$ cat config.mk
export PLATFORM = sky130hd
export DESIGN_NAME = vertical_event_sequencer
export DESIGN_NICKNAME = d
export VERILOG_FILES = /design/src/logic/edge_sync.v /design/src/logic/vertical_event_sequencer.v
export VERILOG_INCLUDE_DIRS = /design/src /design/src/logic
export SDC_FILE = /design/constraint.sdc
export NUM_CORES = 1
export LEC_CHECK = 0
export ABC_AREA = 1
export ABC_CLOCK_PERIOD_IN_PS = 1950
export BUFFER_PORTS_ARGS = -buffer_cell sky130_fd_sc_hd__buf_2
export CORE_UTILIZATION = 40
export DETAILED_ROUTE_END_ITERATION = 10
export SLEW_MARGIN = 10
export SYNTH_ARGS = -nofsm -noshare
export SYNTH_HDL_FRONTEND = slang
export SYNTH_HIERARCHICAL = 1
export SYNTH_SLANG_ARGS = --single-unit
$ cat constraint.sdc
create_clock -name clk -period 1.95 [get_ports clk]
set_input_delay 0 -clock clk [delete_from_list [all_inputs] [get_ports clk]]
set_output_delay 0 -clock clk [all_outputs]
set_load 0.03 [all_outputs]
$ cat src/logic/vseq_defines.vh
// Constants for the vertical event sequencer
`ifndef VSEQ_DEFINES_VH
`define VSEQ_DEFINES_VH
`define CNT_W          16
`define CNT_ZERO       16'h0000
`define CNT_STICK      16'h7FF0
`define CNT_LOAD       16'h8000
`define SEL_W          3
`define ZR_NONE        3'h0
`define ZR_EDGE        3'h1
`define ZR_LEVEL       3'h2
`define RS_VAW         3'h0
`define RS_TFALL_VAW   3'h1
`define RS_TABLE       3'h2
`define RS_FRAME       3'h3
`define RS_TFALL_TABLE 3'h4
`define RS_TFALL       3'h5
`define ST_NONE        3'h0
`define ST_HOLD        3'h1
`define LD_NONE        3'h0
`define LD_QUAL        3'h1
`define LD_FRAME       3'h2
`define LD_TRIG        3'h3
`define AQ_HOST        3'h0
`define AQ_TRIG        3'h1
`define AQ_TSNAP       3'h2
`define AQ_CONT        3'h3
`define FZ_HOST        3'h0
`define FZ_QUOTA       3'h1
`define FZ_TFALL       3'h2
`define AB_HOST        3'h0
`define AB_TFALL       3'h1
`define CMD_W          2
`define CMD_FREEZE     2'h0
`define CMD_ABORT      2'h1
`define CMD_SINGLE     2'h2
`define CMD_CONT       2'h3
`define AS_IDLE        2'h0
`define AS_ARMED       2'h1
`define AS_FRAME       2'h2
`define AS_STREAM      2'h3
`endif

$ cat src/logic/edge_sync.v
// Two-stage synchroniser with rise and fall pulses
`timescale 1ns/100ps
module edge_sync
(
  // Clock and reset
  input  wire clk,
  input  wire rst_b,
  // Pin input
  input  wire pin,
  // Synchronised level and events
  output wire level,
  output wire rise,
  output wire fall
);
  reg meta_q;
  reg sync_q;
  reg last_q;

  always @(posedge clk or negedge rst_b)
  begin
    if (!rst_b)
    begin
      meta_q <= 1'b0;
      sync_q <= 1'b0;
      last_q <= 1'b0;
    end
    else
    begin
      meta_q <= pin;
      sync_q <= meta_q;
      last_q <= sync_q;
    end
  end

  assign level = sync_q;
  assign rise  = sync_q & ~last_q;
  assign fall  = ~sync_q & last_q;
endmodule // edge_sync

$ cat src/logic/vertical_event_sequencer.v
// Vertical event sequencer: frame-line counter and acquisition control
// Function
// Every operation takes its event from its own independent selector.
// Zero-release 0: counter passes through 0000h.
// Zero-release 1: halt at 0000h, resume on trigger rise.
// Zero-release 2: halt at 0000h while trigger low, trigger rise releases.
// Reset selector 0: reset at vertical window end.
// Reset selectors 1..5 choose trigger fall, table, frame rise combinations.
// Software reset and host abort always reset the counter.
// Stick-release 0: counter passes through 7FF0h.
// Stick-release 1: hold at 7FF0h until load or reset.
// Load forces 8000h; 0 none, 1 frame rise qualified by table.
// Load 2 any frame rise; load 3 trigger rise.
// Single capture takes one frame; continuous until freeze or abort.
// Acquire selector 0 host, 1 trigger-launched, 2 snap per trigger.
// Acquire selector 3: stream while trigger high, no commands.
// Freeze stops at once between frames, else at frame end; code: an armed single capture still takes its frame.
// Freeze selector: 0 host, 1 quota or host, 2 trigger fall.
// Abort ends capture immediately, even mid-frame.
// Abort selector: 0 host, 1 trigger fall or host.
// Trigger and frame-valid are synchronised into edge pulses.
`timescale 1ns/100ps
`include "vseq_defines.vh"
module vertical_event_sequencer
(
  // Clock and reset
  input  wire                 clk,
  input  wire                 rst_b,
  // External pins
  input  wire                 trigger_in,
  input  wire                 frame_valid_in,
  // Same-domain events
  input  wire                 line_tick,
  input  wire                 vertical_acquire_window_end,
  input  wire                 table_reset_event,
  input  wire                 vertical_load_enable,
  input  wire                 software_reset_event,
  input  wire                 frame_quota_reached,
  // Host command write
  input  wire                 host_cmd_write,
  input  wire [`CMD_W-1:0]    host_cmd,
  // Selectors
  input  wire [`SEL_W-1:0]    zero_release_select,
  input  wire [`SEL_W-1:0]    counter_reset_select,
  input  wire [`SEL_W-1:0]    stick_release_select,
  input  wire [`SEL_W-1:0]    counter_load_select,
  input  wire [`SEL_W-1:0]    acquire_initiator_select,
  input  wire [`SEL_W-1:0]    freeze_initiator_select,
  input  wire [`SEL_W-1:0]    abort_initiator_select,
  // Status
  output reg  [`CNT_W-1:0]    frame_line_counter,
  output reg                  acquire_active,
  output reg                  continuous_capture,
  output reg                  stream_active,
  output reg  [1:0]           acquire_state,
  output reg                  frame_done
);
  wire trigger_high_level;
  wire trigger_rise_event;
  wire trigger_fall_event;
  wire frame_valid_rise_event;
  wire frame_valid_fall_event;
  // Trigger low is the level-mode hold condition
  wire trigger_low_level = ~trigger_high_level;

  // Pins may change at any time, so events come only after two flops
  edge_sync u_trig_sync
  (
    .clk   (clk),
    .rst_b (rst_b),
    .pin   (trigger_in),
    .level (trigger_high_level),
    .rise  (trigger_rise_event),
    .fall  (trigger_fall_event)
  );

  edge_sync u_fv_sync
  (
    .clk   (clk),
    .rst_b (rst_b),
    .pin   (frame_valid_in),
    .level (),
    .rise  (frame_valid_rise_event),
    .fall  (frame_valid_fall_event)
  );

  // Host command decodes
  wire host_abort_write  = host_cmd_write & (host_cmd == `CMD_ABORT);
  wire host_freeze_write = host_cmd_write & (host_cmd == `CMD_FREEZE);

  // Counter operation decodes, each from its own selector
  reg sel_reset;
  reg sel_load;
  reg zero_hold;
  // Released flag remembers a trigger rise seen at zero
  reg released_q;
  reg released_d;

  always @*
  begin
    case (counter_reset_select)
      `RS_VAW:         sel_reset = vertical_acquire_window_end;
      `RS_TFALL_VAW:   sel_reset = trigger_fall_event | vertical_acquire_window_end;
      `RS_TABLE:       sel_reset = table_reset_event;
      `RS_FRAME:       sel_reset = frame_valid_rise_event;
      `RS_TFALL_TABLE: sel_reset = trigger_fall_event | table_reset_event;
      `RS_TFALL:       sel_reset = trigger_fall_event;
      default:         sel_reset = vertical_acquire_window_end;
    endcase
  end

  always @*
  begin
    case (counter_load_select)
      `LD_NONE:  sel_load = 1'b0;
      `LD_QUAL:  sel_load = frame_valid_rise_event & vertical_load_enable;
      `LD_FRAME: sel_load = frame_valid_rise_event;
      `LD_TRIG:  sel_load = trigger_rise_event;
      default:   sel_load = 1'b0;
    endcase
  end

  // A trigger rise seen while away from zero is not carried over
  always @*
  begin
    released_d = released_q;
    if (frame_line_counter != `CNT_ZERO)
      released_d = 1'b0;
    else if (trigger_rise_event)
      released_d = 1'b1;

    // Hold at zero as the selector asks
    case (zero_release_select)
      `ZR_NONE:  zero_hold = 1'b0;
      `ZR_EDGE:  zero_hold = ~released_d;
      `ZR_LEVEL: zero_hold = trigger_low_level & ~released_d;
      default:   zero_hold = 1'b0;
    endcase
  end

  // Software reset and host abort clear the counter whatever the selector says
  wire force_reset = software_reset_event | host_abort_write | sel_reset;
  wire stick_hold  = (stick_release_select == `ST_HOLD) & (frame_line_counter == `CNT_STICK);
  wire at_zero     = frame_line_counter == `CNT_ZERO;

  // Next counter value
  reg [`CNT_W-1:0] cnt_d;

  // Reset outranks load
  always @*
  begin
    cnt_d = frame_line_counter;
    if (force_reset)
      cnt_d = `CNT_ZERO;
    else if (sel_load)
      cnt_d = `CNT_LOAD;
    else if (line_tick && !(at_zero && zero_hold) && !stick_hold)
      cnt_d = frame_line_counter + 16'h0001;
  end

  // Counter and release flag
  always @(posedge clk or negedge rst_b)
  begin
    if (!rst_b)
    begin
      frame_line_counter <= `CNT_ZERO;
      released_q         <= 1'b0;
    end
    else
    begin
      frame_line_counter <= cnt_d;
      released_q         <= released_d & ~force_reset;
    end
  end

  // Acquisition control
  reg [1:0] pend_q;
  reg [1:0] pend_d;
  reg [1:0] st_d;
  reg       cont_d;
  reg       done_d;

  // Event decodes
  reg       go;
  reg       freeze_ev;
  reg       abort_ev;

  always @*
  begin
    case (freeze_initiator_select)
      `FZ_HOST:  freeze_ev = host_freeze_write;
      `FZ_QUOTA: freeze_ev = frame_quota_reached | host_freeze_write;
      `FZ_TFALL: freeze_ev = trigger_fall_event;
      default:   freeze_ev = host_freeze_write;
    endcase
  end

  // Abort is kept apart from freeze so each follows only its own selector
  always @*
  begin
    case (abort_initiator_select)
      `AB_HOST:  abort_ev = host_abort_write;
      `AB_TFALL: abort_ev = trigger_fall_event | host_abort_write;
      default:   abort_ev = host_abort_write;
    endcase
  end

  // Pending command: host write, possibly launched later by the trigger
  wire host_capture = host_cmd_write & host_cmd[1];

  always @*
  begin
    pend_d = pend_q;
    go     = 1'b0;
    if (host_capture)
      pend_d = host_cmd;
    case (acquire_initiator_select)
      `AQ_HOST:
        go = pend_q[1];
      `AQ_TRIG:
        go = pend_q[1] & trigger_rise_event;
      `AQ_TSNAP:
        go = (pend_q == `CMD_CONT) & trigger_rise_event;
      default:
        go = 1'b0;
    endcase

    // Freeze and abort drop any waiting command
    if (abort_ev || freeze_ev)
      pend_d = 2'b00;
  end

  // State walk; abort always wins over freeze and frame end
  always @*
  begin
    st_d   = acquire_state;
    done_d = 1'b0;
    cont_d = continuous_capture;
    case (acquire_state)
      `AS_IDLE:
        if (acquire_initiator_select == `AQ_CONT)
          st_d = `AS_STREAM;
        else if (go && !abort_ev && !freeze_ev)
        begin
          st_d   = `AS_ARMED;
          cont_d = (pend_q == `CMD_CONT) && (acquire_initiator_select != `AQ_TSNAP);
        end
      `AS_ARMED:
        if (abort_ev)
          st_d = `AS_IDLE;
        else if (freeze_ev && continuous_capture)
          st_d = `AS_IDLE;
        else if (frame_valid_rise_event)
          st_d = `AS_FRAME;
      `AS_FRAME:
        if (abort_ev)
          st_d = `AS_IDLE;
        else
        begin
          // A freeze that meets the frame end must not swallow it
          if (freeze_ev && continuous_capture)
            cont_d = 1'b0;
          if (frame_valid_fall_event)
          begin
            done_d = 1'b1;
            st_d   = cont_d ? `AS_ARMED : `AS_IDLE;
          end
        end
      `AS_STREAM:
        if (acquire_initiator_select != `AQ_CONT)
          st_d = `AS_IDLE;
      default:
        st_d = `AS_IDLE;
    endcase
    if (st_d == `AS_IDLE)
      cont_d = 1'b0;
  end

  // Single captures consume the pending command; continuous keeps it for the trigger modes
  wire consume = (acquire_state == `AS_IDLE) && (st_d == `AS_ARMED) && (pend_q == `CMD_SINGLE);

  // Acquisition registers; every status output except frame_line_counter comes from here
  always @(posedge clk or negedge rst_b)
  begin
    if (!rst_b)
    begin
      acquire_state      <= `AS_IDLE;
      pend_q             <= 2'b00;
      continuous_capture <= 1'b0;
      acquire_active     <= 1'b0;
      stream_active      <= 1'b0;
      frame_done         <= 1'b0;
    end
    else
    begin
      acquire_state      <= st_d;
      pend_q             <= consume ? 2'b00 : pend_d;
      continuous_capture <= cont_d;
      acquire_active     <= (st_d == `AS_FRAME);
      stream_active      <= (st_d == `AS_STREAM) & trigger_high_level;
      frame_done         <= done_d;
    end
  end
endmodule // vertical_event_sequencer

# == Yosys cells after proc, flatten, opt, wreduce, memory -nomap -nowiden ==
# Index checks and enable logic that the tools add are counted.
# totals
inputBits,34
wordCells,132
regBits,31
# op_classes
bitwise_logic,26
n_eq_ne,32
n_addsub,1
n_reduce_logical,24
n_mux,35
# ops
operator,n
16-bit 2-to-1 mux,3
3-bit by 2-bit == test with 1-bit output (second input constant),8
2-bit 2-to-1 mux,11
3-bit by 1-bit == test with 1-bit output (second input constant),7
16-bit by 1-bit adder with 16-bit output (second input constant),1
16-bit by 15-bit == test with 1-bit output (second input constant),1
16-bit logical NOT,1
16-bit nonzero test,1
1-bit AND,14
1-bit 2-to-1 mux,14
2-bit == test (second input constant),6
1-bit logical AND,9
3-bit inequality test (second input constant),3
3-bit nonzero test,3
2-bit one-hot mux with 4 select lines,1
2-bit by 1-bit == test with 1-bit output (second input constant),3
3-bit == test (second input constant),2
2-bit logical NOT,3
3-bit by 2-bit inequality test with 1-bit output (second input constant),2
1-bit inverter,6
1-bit OR,6
1-bit one-hot mux with 2 select lines,3
1-bit one-hot mux with 3 select lines,2
1-bit one-hot mux with 5 select lines,1
4 further kinds,7

# == Longest topological paths before layout ==
# Gate-level depths: netlist of the first run.
# logic_depth
ltp_word,16
mapped_depth,12

# == Cells and area by module ==
# Netlist of the first run, hierarchy kept.
# modules_own_cells
mod,area_each_um2,cells_each,seq_area_each_um2,n_inst
vertical_event_sequencer,1969.4,277,625.6,1
edge_sync,90.1,7,75.1,2

# == Worst setup path before layout of the first run ==
# Ideal clock, no wire load.
# synth_timing
path_kind,register -> register
start,reg frame_line_counter[0]
end,reg frame_line_counter[0]
setup_slack_ns,0.164
synth_period_minus_slack_ns,1.786
n_path_buf,1
setup_time_ns,0.119
t_arrival_ns,1.667
required_ns,1.831
path_stages_with_launch,11
path_cell_list,dfrtp_1 inv_2 ha_1 nand3_2 nor4_2 nand3_1 nand3_4 nand2_8 buf_6 nand2_2 o21ai_2
# synth_via
elab_chain_len,10
elab_cells_between_ends,18
classes_between,add/sub: 1; eq/ne: 1; mux: 5; bitwise: 3; reduce/logical: 8
# synth_rtl
item,line_no,source
from (decl),vertical_event_sequencer.v:51,"output reg [`CNT_W-1:0] frame_line_counter,"
from (signal assigned),vertical_event_sequencer.v:166,frame_line_counter <= `CNT_ZERO;
from (signal assigned),vertical_event_sequencer.v:171,frame_line_counter <= cnt_d;
branches (longest 10 deep; another with 16-bit by 1-bit adder with 16-bit output),--,
# Parallel ways; which one is timed is not known. The select of a mux whose other input is x is not followed.
# A chain may end at the register's enable or synchronous reset.

# == Worst setup path after layout of the first run ==
# Same ends and word-level chain as after synthesis.

==> flow_metrics.tcl, run 1 <==
set metrics [dict create \
    min_from "host_cmd[1]" \
    grt-ovfl-total 0 \
    remaining_drc_errors 0 \
    synth_top_area_share_pct 36.1 \
    h-tree-depth 2 \
    dp_hpwl_um 3870 \
    cts_root_buf "clkbuf_8" \
    drive_above_1_share_pct 30.7 \
    dieArea_mm2 0.00567 \
    ys_warn_count 6 \
    fillers 539 \
    drv_cap 0 \
    via_per_inst 4.80 \
    gp_congestion 0.839 \
    nets 393 \
    finalClockSkew_ns 0.00397 \
    r2r_start "frame_line_counter[0]" \
    worst_slew_pin_slew_ns 0.717 \
    cp_max_fo 13 \
    holdWs_ns 0.0247 \
    cts_tree "built" \
    synth.largest_area_cell "dfrtp_1" \
    total_power_mw 1.54 \
    seqCellArea_um2 776 \
    endpoint_kind "flop" \
    fin_crit_ns 1.80 \
    dr.pass1.iters 4 \
    hold_viol_final 0 \
    wirelength_um 5170 \
    slew_violations 0 \
    start_kind "flop" \
    multi_input_area_mm2 0.00117 \
    ys_seq_elements 31 \
    syn-num-nets 327 \
    placed_area_mm2 0.00251 \
    reg2reg_slack_ns 0.15 \
    grt_max_degree 32 \
    status "completed" \
    fmax_ghz 0.555 \
    crit_arrival_ns 1.97 \
    hold_path_class "primary input to flop" \
    final.setup.tns_ns 0 \
    coreArea_mm2 0.00514 \
    final.setup.worst_slack_ns 0.150 \
    rows 26 \
    grt_pass1_wl_um 8460 \
    cts_buffers 5 \
    dp_slack_ns 0.124 \
    synth_area_per_cell_um2 7.39 \
    setup_violations 0 \
    p_leak_nw 1.36 \
    io_buffers 55 \
    syn_area_mm2 0.00215 \
    ys_types 38 \
    max_stage_delay_ns 0.42 \
    slew_headroom_pct 52.2 \
    dr_total_vias 2054 \
    cts.sinks 31 \
    area_growth_pct 23.2 \
    required_ns 2.12 \
    wire_per_inst_um 12.1 \
    worstSetupPathType "flop to flop" \
    stdcell_area_mm2 0.00265 \
    synth.area.top_cells "dfrtp_1 36%, nand2_1 10%, nand3_1 7.2%" \
    n_antenna_cell 0 \
    drt-initial-drc-count 135 \
    grt_antenna_before_repair 0 \
    initial_core_util_pct 41.8 \
    grt_pass1_vias 1875 \
    yosysSeqAreaShare_pct 36.1 \
    finalNonFillerCells 428 \
    cts.clk_slew.worst_paths_ns 0.07 \
    power_density_mw_per_mm2 583 \
    pin_count 56 \
    max-clock-path-buffers 2 \
    cp_slowest_cell "dfrtp_1" \
    worstPathCellList "inv_2 > ha_1 > nand3_2 > nor4_4 > nand3_1 > nand3_4 > nand2_4 > nand2_2 > o21ai_2" \
    die_height_um 75.3 \
    insertion_delay_ns 0.28 \
    dp_cells 416 \
    syn_inst 291 \
    final_core_util_pct 51.5 \
    ant_nets 0 \
    gr-usage-all-layers_pct 20.0 \
    postCtsSetupBuffers 0 \
    finalCritPeriodShare_pct 92.3 \
    die_width_um 75.3 \
    ir_drop_uv 446 \
    critPathLaunch "frame_line_counter[0]" \
]
cell type report:
class                           count  share of cell area [%]
Multi-Input combinational cell    208                    44.1
Clock buffer                        5                    2.60
Inverter                           49                    6.95
Timing Repair Buffer               62                    13.1
Sequential cell                    31                    29.3
Clock inverter                      3                   0.567
Tap cell                           70                    3.31
critical path, delay by kind of cell, from the launching register on:
kind                       cells  cell delay, ns
adders and majority gates      1            0.17
DFF                            1            0.42
AOI/OAI and AO/OA              1            0.05
and+or+nand+nor                6            0.93
buffers and inverters          1            0.12
cells in the mapped netlist, drive strengths merged:
cell type and number:
a21oi 7, or2 2, nor3 18, nor3b 2
xnor2 1, dfrtp 31, xor2 8, nor2 36
nand3 33, o31ai 1, inv 48, nand4 2
o22a 1, ha 2, clkinv 1, o21bai 1
buf 4, o21ai 20, nor4 3, nand2 68
nand3b 2
registers in the layout, indices dropped and copies added (netlist names):
signal,count
acquire_active,1
acquire_state,2
continuous_capture,1
frame_done,1
frame_line_counter,16
pend_q,2
released_q,1
stream_active,1
u_fv_sync/last_q,1
u_fv_sync/level,1
u_fv_sync/meta_q,1
u_trig_sync/last_q,1
u_trig_sync/level,1
u_trig_sync/meta_q,1
final timing paths:
kind                                                to  depth (start not counted)
worst max-delay path             frame_line_counter[0]                          9
worst min-delay path                         pend_q[1]                          3
worst max register to register   frame_line_counter[0]                          9
worst min register to register         u_fv_sync/level                          0
max in group asynchronous       frame_line_counter[11]                          2
min in group asynchronous                    pend_q[0]                          2
cells in the final DEF (no fill, tap or decap), types with 3 or more instances in the layout:
cell / count
o21ai_1: 4
a21oi_1: 6
o21ai_0: 4
clkinv_2: 3
nor2_1: 35
buf_2: 55
nand3_1: 31
dlygate4sd3_1: 3
dfrtp_1: 31
buf_4: 3
clkbuf_8: 5
o21ai_2: 12
inv_1: 38
xor2_1: 8
inv_2: 10
nand2_2: 6
nor3_1: 15
nand2_1: 60
power by group:
group / switching [mW] / internal, mW / total [mW]
Clock: 0.240 / 0.244 / 0.484
Sequential: 0.0226 / 0.675 / 0.697
Combinational: 0.238 / 0.125 / 0.363
timing repair:
item | 4_1_cts | 5_1_grt
hold buffers | 3 | 0
hold endpoints to repair | 33 | 0
resized for setup | 0 | 1
endpoints found under the setup margin | 0 | 15
cell families after synthesis:
| kind of cell | synth area share (%) |
|---|---|
| AO/OA/AOI/OAI | 10.0 |
| XOR/XNOR | 3.67 |
| adder cells (fa/ha/maj) | 1.16 |
| buffers and inverters | 10.5 |
| flip-flops | 36.1 |
| AND/OR/NAND/NOR | 38.6 |
per-layer routing:
layer | share of wire [%] | vias to the layer above | GRT usage (%)
li1 | - | 1068 | -
met1 | 49 | 926 | 28.3
met2 | 44 | 56 | 29.6
met3 | 6.2 | 4 | 5.82
met4 | 0.89 | 0 | 5.97
met5 | 0 | - | 0
(Power assumes the default switching activity.)
==> run 2, diff against run 1 <==
--- a/config.mk
+++ b/config.mk
@@ -6,11 +6,13 @@
 export SDC_FILE = /design/constraint.sdc
 export NUM_CORES = 1
 export LEC_CHECK = 0
-export ABC_AREA = 1
+export ABC_AREA = 0
 export ABC_CLOCK_PERIOD_IN_PS = 1950
 export BUFFER_PORTS_ARGS = -buffer_cell sky130_fd_sc_hd__buf_2
-export CORE_UTILIZATION = 40
+export CORE_UTILIZATION = 50
+export CTS_CLUSTER_DIAMETER = 30
 export DETAILED_ROUTE_END_ITERATION = 10
+export PLACE_DENSITY = 0.79
 export SLEW_MARGIN = 10
 export SYNTH_ARGS = -nofsm -noshare
 export SYNTH_HDL_FRONTEND = slang
==> run 2 against run 1 <==
Effect of this change:
- the run now ends with setup timing left
- count of clock-buffer cells in the layout is 2 higher
- clock power is 12% lower
- clock skew is 0.0050 ns higher
- routed wire length is 12% lower
- synthesized cell count is 40% lower
- utilization is 26 points higher
- setup slack worse by 0.35 ns
- flip-flop and latch count stayed put
- register-to-register slack worse by 0.35 ns
- global-route usage is 7.0 points higher
- via count is 18% lower
- die area is 35% lower
==> flow_metrics.tcl, run 2 <==
set metrics [dict create \
    die_height_um 60.7 \
    reg2reg_slack_ns -0.20 \
    initial_core_util_pct 54.7 \
    drive_above_1_share_pct 45.9 \
    dr.pass1.iters 4 \
    synth.largest_area_cell "dfrtp_1" \
    layout_commonest_cell "buf_2" \
    stdcell_area_mm2 0.00246 \
    fin_crit_ns 2.15 \
    via_per_inst 5.45 \
    endpoint_kind "flop" \
    setup_violations 3 \
    wire_per_inst_um 14.6 \
    largestRegisters "frame_line_counter (16), acquire_state (2), pend_q (2)" \
    hold_viol_final 0 \
    cts_buffers 5 \
    dp_hpwl_um 3240 \
    cts.clk_slew.worst_paths_ns 0.10 \
    final.setup.tns_ns -0.576 \
    required_ns 2.14 \
    ys_seq_elements 31 \
    gr-usage-all-layers_pct 27.0 \
    critPathLaunch "frame_line_counter[8]" \
    synth_most_common_cell "dfrtp_1" \
    ys_warn_count 6 \
    gp_congestion 0.802 \
    cp_max_fo 6 \
    fmax_ghz 0.464 \
    worstPathCellList "or4_4 > or4_4 > o31ai_4 > or4_4 > a21oi_2" \
    worst_slew_pin_slew_ns 0.690 \
    grt_pass1_vias 1672 \
    nets 301 \
    cp_slowest_cell "or4_4" \
    power_density_mw_per_mm2 605 \
    synth_ff_type "dfrtp_1" \
    hold_path_class "primary input to flop" \
    grt-ovfl-total 0 \
    crit_arrival_ns 2.35 \
    drt-initial-drc-count 77 \
    p_leak_nw 1.20 \
    area_growth_pct 42.6 \
    ir_drop_uv 700 \
    h-tree-depth 2 \
    cts_root_buf "clkbuf_4" \
    synth_common_cells "31 x dfrtp_1, 16 x nor2_1, 11 x xor2_1" \
    dr_total_vias 1690 \
    max-clock-path-buffers 2 \
    synth.area.top_cells "dfrtp_1 45%, xor2_1 5.6%, nor2_1 3.5%" \
    largest_reg_flops 16 \
    dieArea_mm2 0.00369 \
    cts_tree "built" \
    grt_antenna_before_repair 0 \
    pin_count 56 \
    max_stage_delay_ns 0.56 \
    insertion_delay_ns 0.32 \
    fillers 234 \
    synthArstFlopShare_pct 100 \
    die_width_um 60.7 \
    grt_max_degree 32 \
    setup.worst_path.end "frame_line_counter[2]" \
    top_register "frame_line_counter" \
    ant_nets 0 \
    r2r_cells 5 \
    worstSetupPathType "flop to flop" \
    coreArea_mm2 0.00315 \
    cp_common_cell "or4_4" \
    cts.sinks 31 \
    start_kind "flop" \
    finalCritPeriodShare_pct 110 \
    syn_inst 175 \
    final.setup.worst_slack_ns -0.204 \
    dp_slack_ns -0.185 \
    wirelength_um 4530 \
    rsz0062_at_grt "true" \
    grt_pass1_wl_um 7230 \
    syn_area_mm2 0.00172 \
    synth_edf_count 0 \
    ys_types 51 \
    remaining_drc_errors 0 \
    r2r-end "frame_line_counter[2]" \
    final_cell_mix "55 x buf_2, 24 x dfrtp_1, 24 x buf_4, 16 x nor2_1, 11 x xor2_1" \
    syn-num-nets 211 \
    yosysSeqAreaShare_pct 45.0 \
    n_antenna_cell 0 \
    finalClockSkew_ns 0.00900 \
    holdWs_ns 0.0184 \
    synth_area_per_cell_um2 9.85 \
    rows 20 \
    synth_top_area_share_pct 45.0 \
    placed_area_mm2 0.00226 \
    slew_headroom_pct 54.0 \
    status "finished with violations" \
    violations "setup timing" \
    drv_cap 0 \
    r2r_start "frame_line_counter[8]" \
    slew_violations 0 \
    io_buffers 55 \
    total_power_mw 1.49 \
]
## run 2: cell families (layout without fill, tap and decap cells)
kind of cell | count (synthesis) | count (layout) | share of synthesized area [%]
flops | 31 | 31 | 45.0
simple gates | 86 | 86 | 30.7
mux | 2 | 2 | 1.16
buf+inv | 8 | 99 | 1.74
xor+xnor | 12 | 12 | 6.10
fa+ha+maj | 2 | 2 | 1.45
compound gates | 34 | 34 | 13.9
## run 2: cell type report
class / count / area (um^2) / area share, %
Multi-Input combinational cell: 136 / 998 / 40.6
Sequential cell: 31 / 785 / 31.9
Timing Repair Buffer: 85 / 526 / 21.4
Clock buffer: 7 / 65.1 / 2.65
Tap cell: 44 / 55.1 / 2.24
Inverter: 6 / 22.5 / 0.916
Clock inverter: 1 / 7.51 / 0.305
## run 2: report_power, final
part	switching [mW]	total [mW]	internal, mW
logic	0.203	0.359	0.156
registers	0.0266	0.704	0.677
clock network	0.215	0.426	0.211
## run 2: critical path, delay by kind of cell (launching register included)
kind             cells  cell delay, ns
AO/OA/AOI/OAI        2            0.33
AND/OR/NAND/NOR      3            1.27
flip-flops           1            0.43
## run 2: repair_timing
item	in CTS	in global routing
gates resized for setup	8	5
pin swaps	3	2
setup buffers	1	1
hold buffers	5	0
endpoints found under the hold margin	35	0
setup endpoints to repair	6	8
## run 2: worst min path at each step
stage,start,to,depth (start not counted)
final,host_cmd[1],pend_q[1],3
after global routing,host_cmd[1],pend_q[1],3
after CTS,host_cmd[1],pend_q[1],3
after detailed placement,rst_b,frame_line_counter[3],1
after global placement,rst_b,frame_line_counter[3],1
after floorplan,rst_b,acquire_active,0
## run 2: layer usage
layer / wire, um / part of all wire, % / track usage (%)
met1: 1970 / 44 / 32.6
met2: 2390 / 53 / 48.8
met3: 130 / 2.9 / 4.69
met4: 38 / 0.84 / 8.77
met5: 0 / 0 / 0
## run 2: per-stage QoR
step,util (%),cells
after floorplan,-,175
after global placement,71.7,295
after detailed placement,71.7,295
after CTS,77.0,309
after global routing,78.0,310
final,78.0,310
==> run 3, diff against run 2 <==
--- a/config.mk
+++ b/config.mk
@@ -7,12 +7,12 @@
 export NUM_CORES = 1
 export LEC_CHECK = 0
 export ABC_AREA = 0
-export ABC_CLOCK_PERIOD_IN_PS = 1950
 export BUFFER_PORTS_ARGS = -buffer_cell sky130_fd_sc_hd__buf_2
 export CORE_UTILIZATION = 50
 export CTS_CLUSTER_DIAMETER = 30
 export DETAILED_ROUTE_END_ITERATION = 10
 export PLACE_DENSITY = 0.79
+export REMOVE_ABC_BUFFERS = 1
 export SLEW_MARGIN = 10
 export SYNTH_ARGS = -nofsm -noshare
 export SYNTH_HDL_FRONTEND = slang
==> run 3 against run 2 <==
Effect of this change:
- the run still ends with setup timing left
- sequential power is essentially flat
- via count grew 2.4%
- worst hold slack gained 0.00089 ns
- clock power shrank 11%
- maximum frequency grew 1.5%
- die area is the same
- cell area shrank 0.76%
- critical path depth is the same
- first-iteration DRC count grew 31%
- routed wire length shrank 3.3%
- flip-flop and latch count is the same
- largest power group unchanged
- highest routed layer unchanged
==> flow_metrics.tcl, run 3 (synthesized netlist as in run 2, its figures left out) <==
set metrics [dict create \
    via_per_inst 5.53 \
    holdWs_ns 0.0193 \
    m1WireLength_um 1980 \
    pwr-share-seq_pct 48.8 \
    pin_count 56 \
    cts_root_buf "clkbuf_4" \
    crit_arrival_ns 2.37 \
    layout_commonest_cell "buf_2" \
    ir_drop_uv 510 \
    initial_core_util_pct 54.7 \
    gr-usage-all-layers_pct 26.3 \
    die_height_um 60.7 \
    hold_viol_final 0 \
    ant_nets 0 \
    switchingPower_uw 442 \
    power_density_mw_per_mm2 591 \
    cts_tree "built" \
    wl_met3_um 245 \
    drt-initial-drc-count 101 \
    dr.pass1.iters 4 \
    gp_congestion 0.823 \
    hold_path_class "primary input to flop" \
    fin_crit_ns 2.12 \
    top_register "frame_line_counter" \
    cp_common_cell "or4_4" \
    cp_slowest_cell "or4_4" \
    dr_total_vias 1731 \
    worst_slew_pin_slew_ns 0.669 \
    grt_pass1_vias 1566 \
    drv_cap 0 \
    fmax_ghz 0.471 \
    grt_antenna_before_repair 0 \
    grt_pass1_wl_um 6930 \
    wirelength_um 4380 \
    n_antenna_cell 0 \
    violations "setup timing" \
    status "finished with violations" \
    setup_violations 5 \
    final_core_util_pct 77.4 \
    max_stage_delay_ns 0.57 \
    rsz0062_at_grt "true" \
    wire_per_inst_um 14.0 \
    finalCritPeriodShare_pct 109 \
    grt-ovfl-total 0 \
    p_leak_nw 1.22 \
    p_int_mw 1.00 \
    pwr-share-comb_pct 24.8 \
    rows 20 \
    cp_max_fo 6 \
    area_growth_pct 41.5 \
    remaining_drc_errors 0 \
    drive_above_1_share_pct 41.6 \
    nets 305 \
    p_sw_share_pct 30.6 \
    largest_reg_flops 16 \
    final.setup.worst_slack_ns -0.172 \
    final_cell_mix "55 x buf_2, 31 x dfrtp_1, 27 x buf_4, 16 x nor2_1, 11 x xor2_1" \
    start_kind "flop" \
    slew_violations 0 \
    p_clk_share_pct 26.4 \
    coreArea_mm2 0.00315 \
    cts.clk_slew.worst_paths_ns 0.10 \
    worstPathCellList "or4_4 > or4_4 > o31ai_4 > o21ai_1 > a21oi_1" \
    dp_slack_ns -0.290 \
    finalClockSkew_ns 0.00777 \
    endpoint_kind "flop" \
    insertion_delay_ns 0.33 \
    h-tree-depth 2 \
    largestRegisters "frame_line_counter (16), acquire_state (2), pend_q (2)" \
    dieArea_mm2 0.00369 \
    die_width_um 60.7 \
    dp_hpwl_um 3130 \
    cts.sinks 31 \
    cts_buffers 5 \
    required_ns 2.20 \
    io_buffers 55 \
    worstSetupPathType "flop to flop" \
    grt_max_degree 32 \
    dr_wl_met2_um 2070 \
    slew_headroom_pct 55.4 \
    max-clock-path-buffers 2 \
    top_layer "met4" \
]
==> run 3: cell count changes in the layout (fill, tap and decap cells not counted), sizes merged <==
cell,previous run,this run
clkbuf,7,6
clkinv,0,1
buf,80,82
dlygate4sd3,5,7
clkinvlp,1,0
==> run 3: path summary, 6_finish.rpt <==
check / from / to / slack (ns) / cells after the start
setup / recovery: frame_line_counter[8] / frame_line_counter[1] / -0.17 / 5
hold / removal: host_cmd_write / pend_q[1] / 0.02 / 3
setup reg to reg: frame_line_counter[8] / frame_line_counter[1] / -0.17 / 5
hold reg to reg: u_fv_sync/meta_q / u_fv_sync/level / 0.36 / 0
max in group asynchronous: rst_b / frame_done / 1.28 / 2
min in group asynchronous: rst_b / pend_q[0] / 0.23 / 2
==> run 3: repair_timing <==
action / in CTS / in global routing
hold endpoints to repair: 37 / 0
hold buffers: 7 / 0
pin swaps: 7 / 4
gates resized for setup: 11 / 2
setup endpoints to repair: 5 / 6
setup buffers: 1 / 2
==> run 3: cell type report <==
class                      count  area, um^2
sequential                    31         776
clock buffer                   6        51.3
inverter                       6        22.5
clock inverter                 1        5.00
multi-input combinational    136         982
timing repair buffer          89         548
tap                           44        55.1
fill                         237         713
==> run 3: worst max-delay path, delay by kind of cell, from the launching register on <==
kind / cells / cell delay (ns)
DFF: 1 / 0.41
and+or+nand+nor: 2 / 1.11
AOI/OAI and AO/OA: 3 / 0.53
==> run 3: power by group through the flow <==
stage	sequential [mW]	combinational, mW	clock [mW]
after global routing	0.708	0.389	0.431
after global placement	0.713	0.310	0
after CTS	0.703	0.346	0.393
after detailed placement	0.714	0.314	0
final	0.704	0.358	0.381
after floorplan	0.758	0.142	0
==> run 3: metrics by stage <==
stage / cell area, um^2 / power, mW / std cells / setup TNS, ns
after floorplan: 1720 / 0.900 / 173 / -1.43
after CTS: 2420 / 1.44 / 312 / -0.485
final: 2440 / 1.44 / 313 / -0.591
after global placement: 2230 / 1.02 / 297 / -1.14
after global routing: 2440 / 1.53 / 313 / -1.07
after detailed placement: 2230 / 1.03 / 297 / -1.29
==> run 3: routing by layer <==
layer / vias to the layer above / GRT usage [%]
met1: 819 / 34.9
met5: - / 0
met3: 8 / 7.04
met4: 0 / 10.4
li1: 843 / -
met2: 61 / 41.4
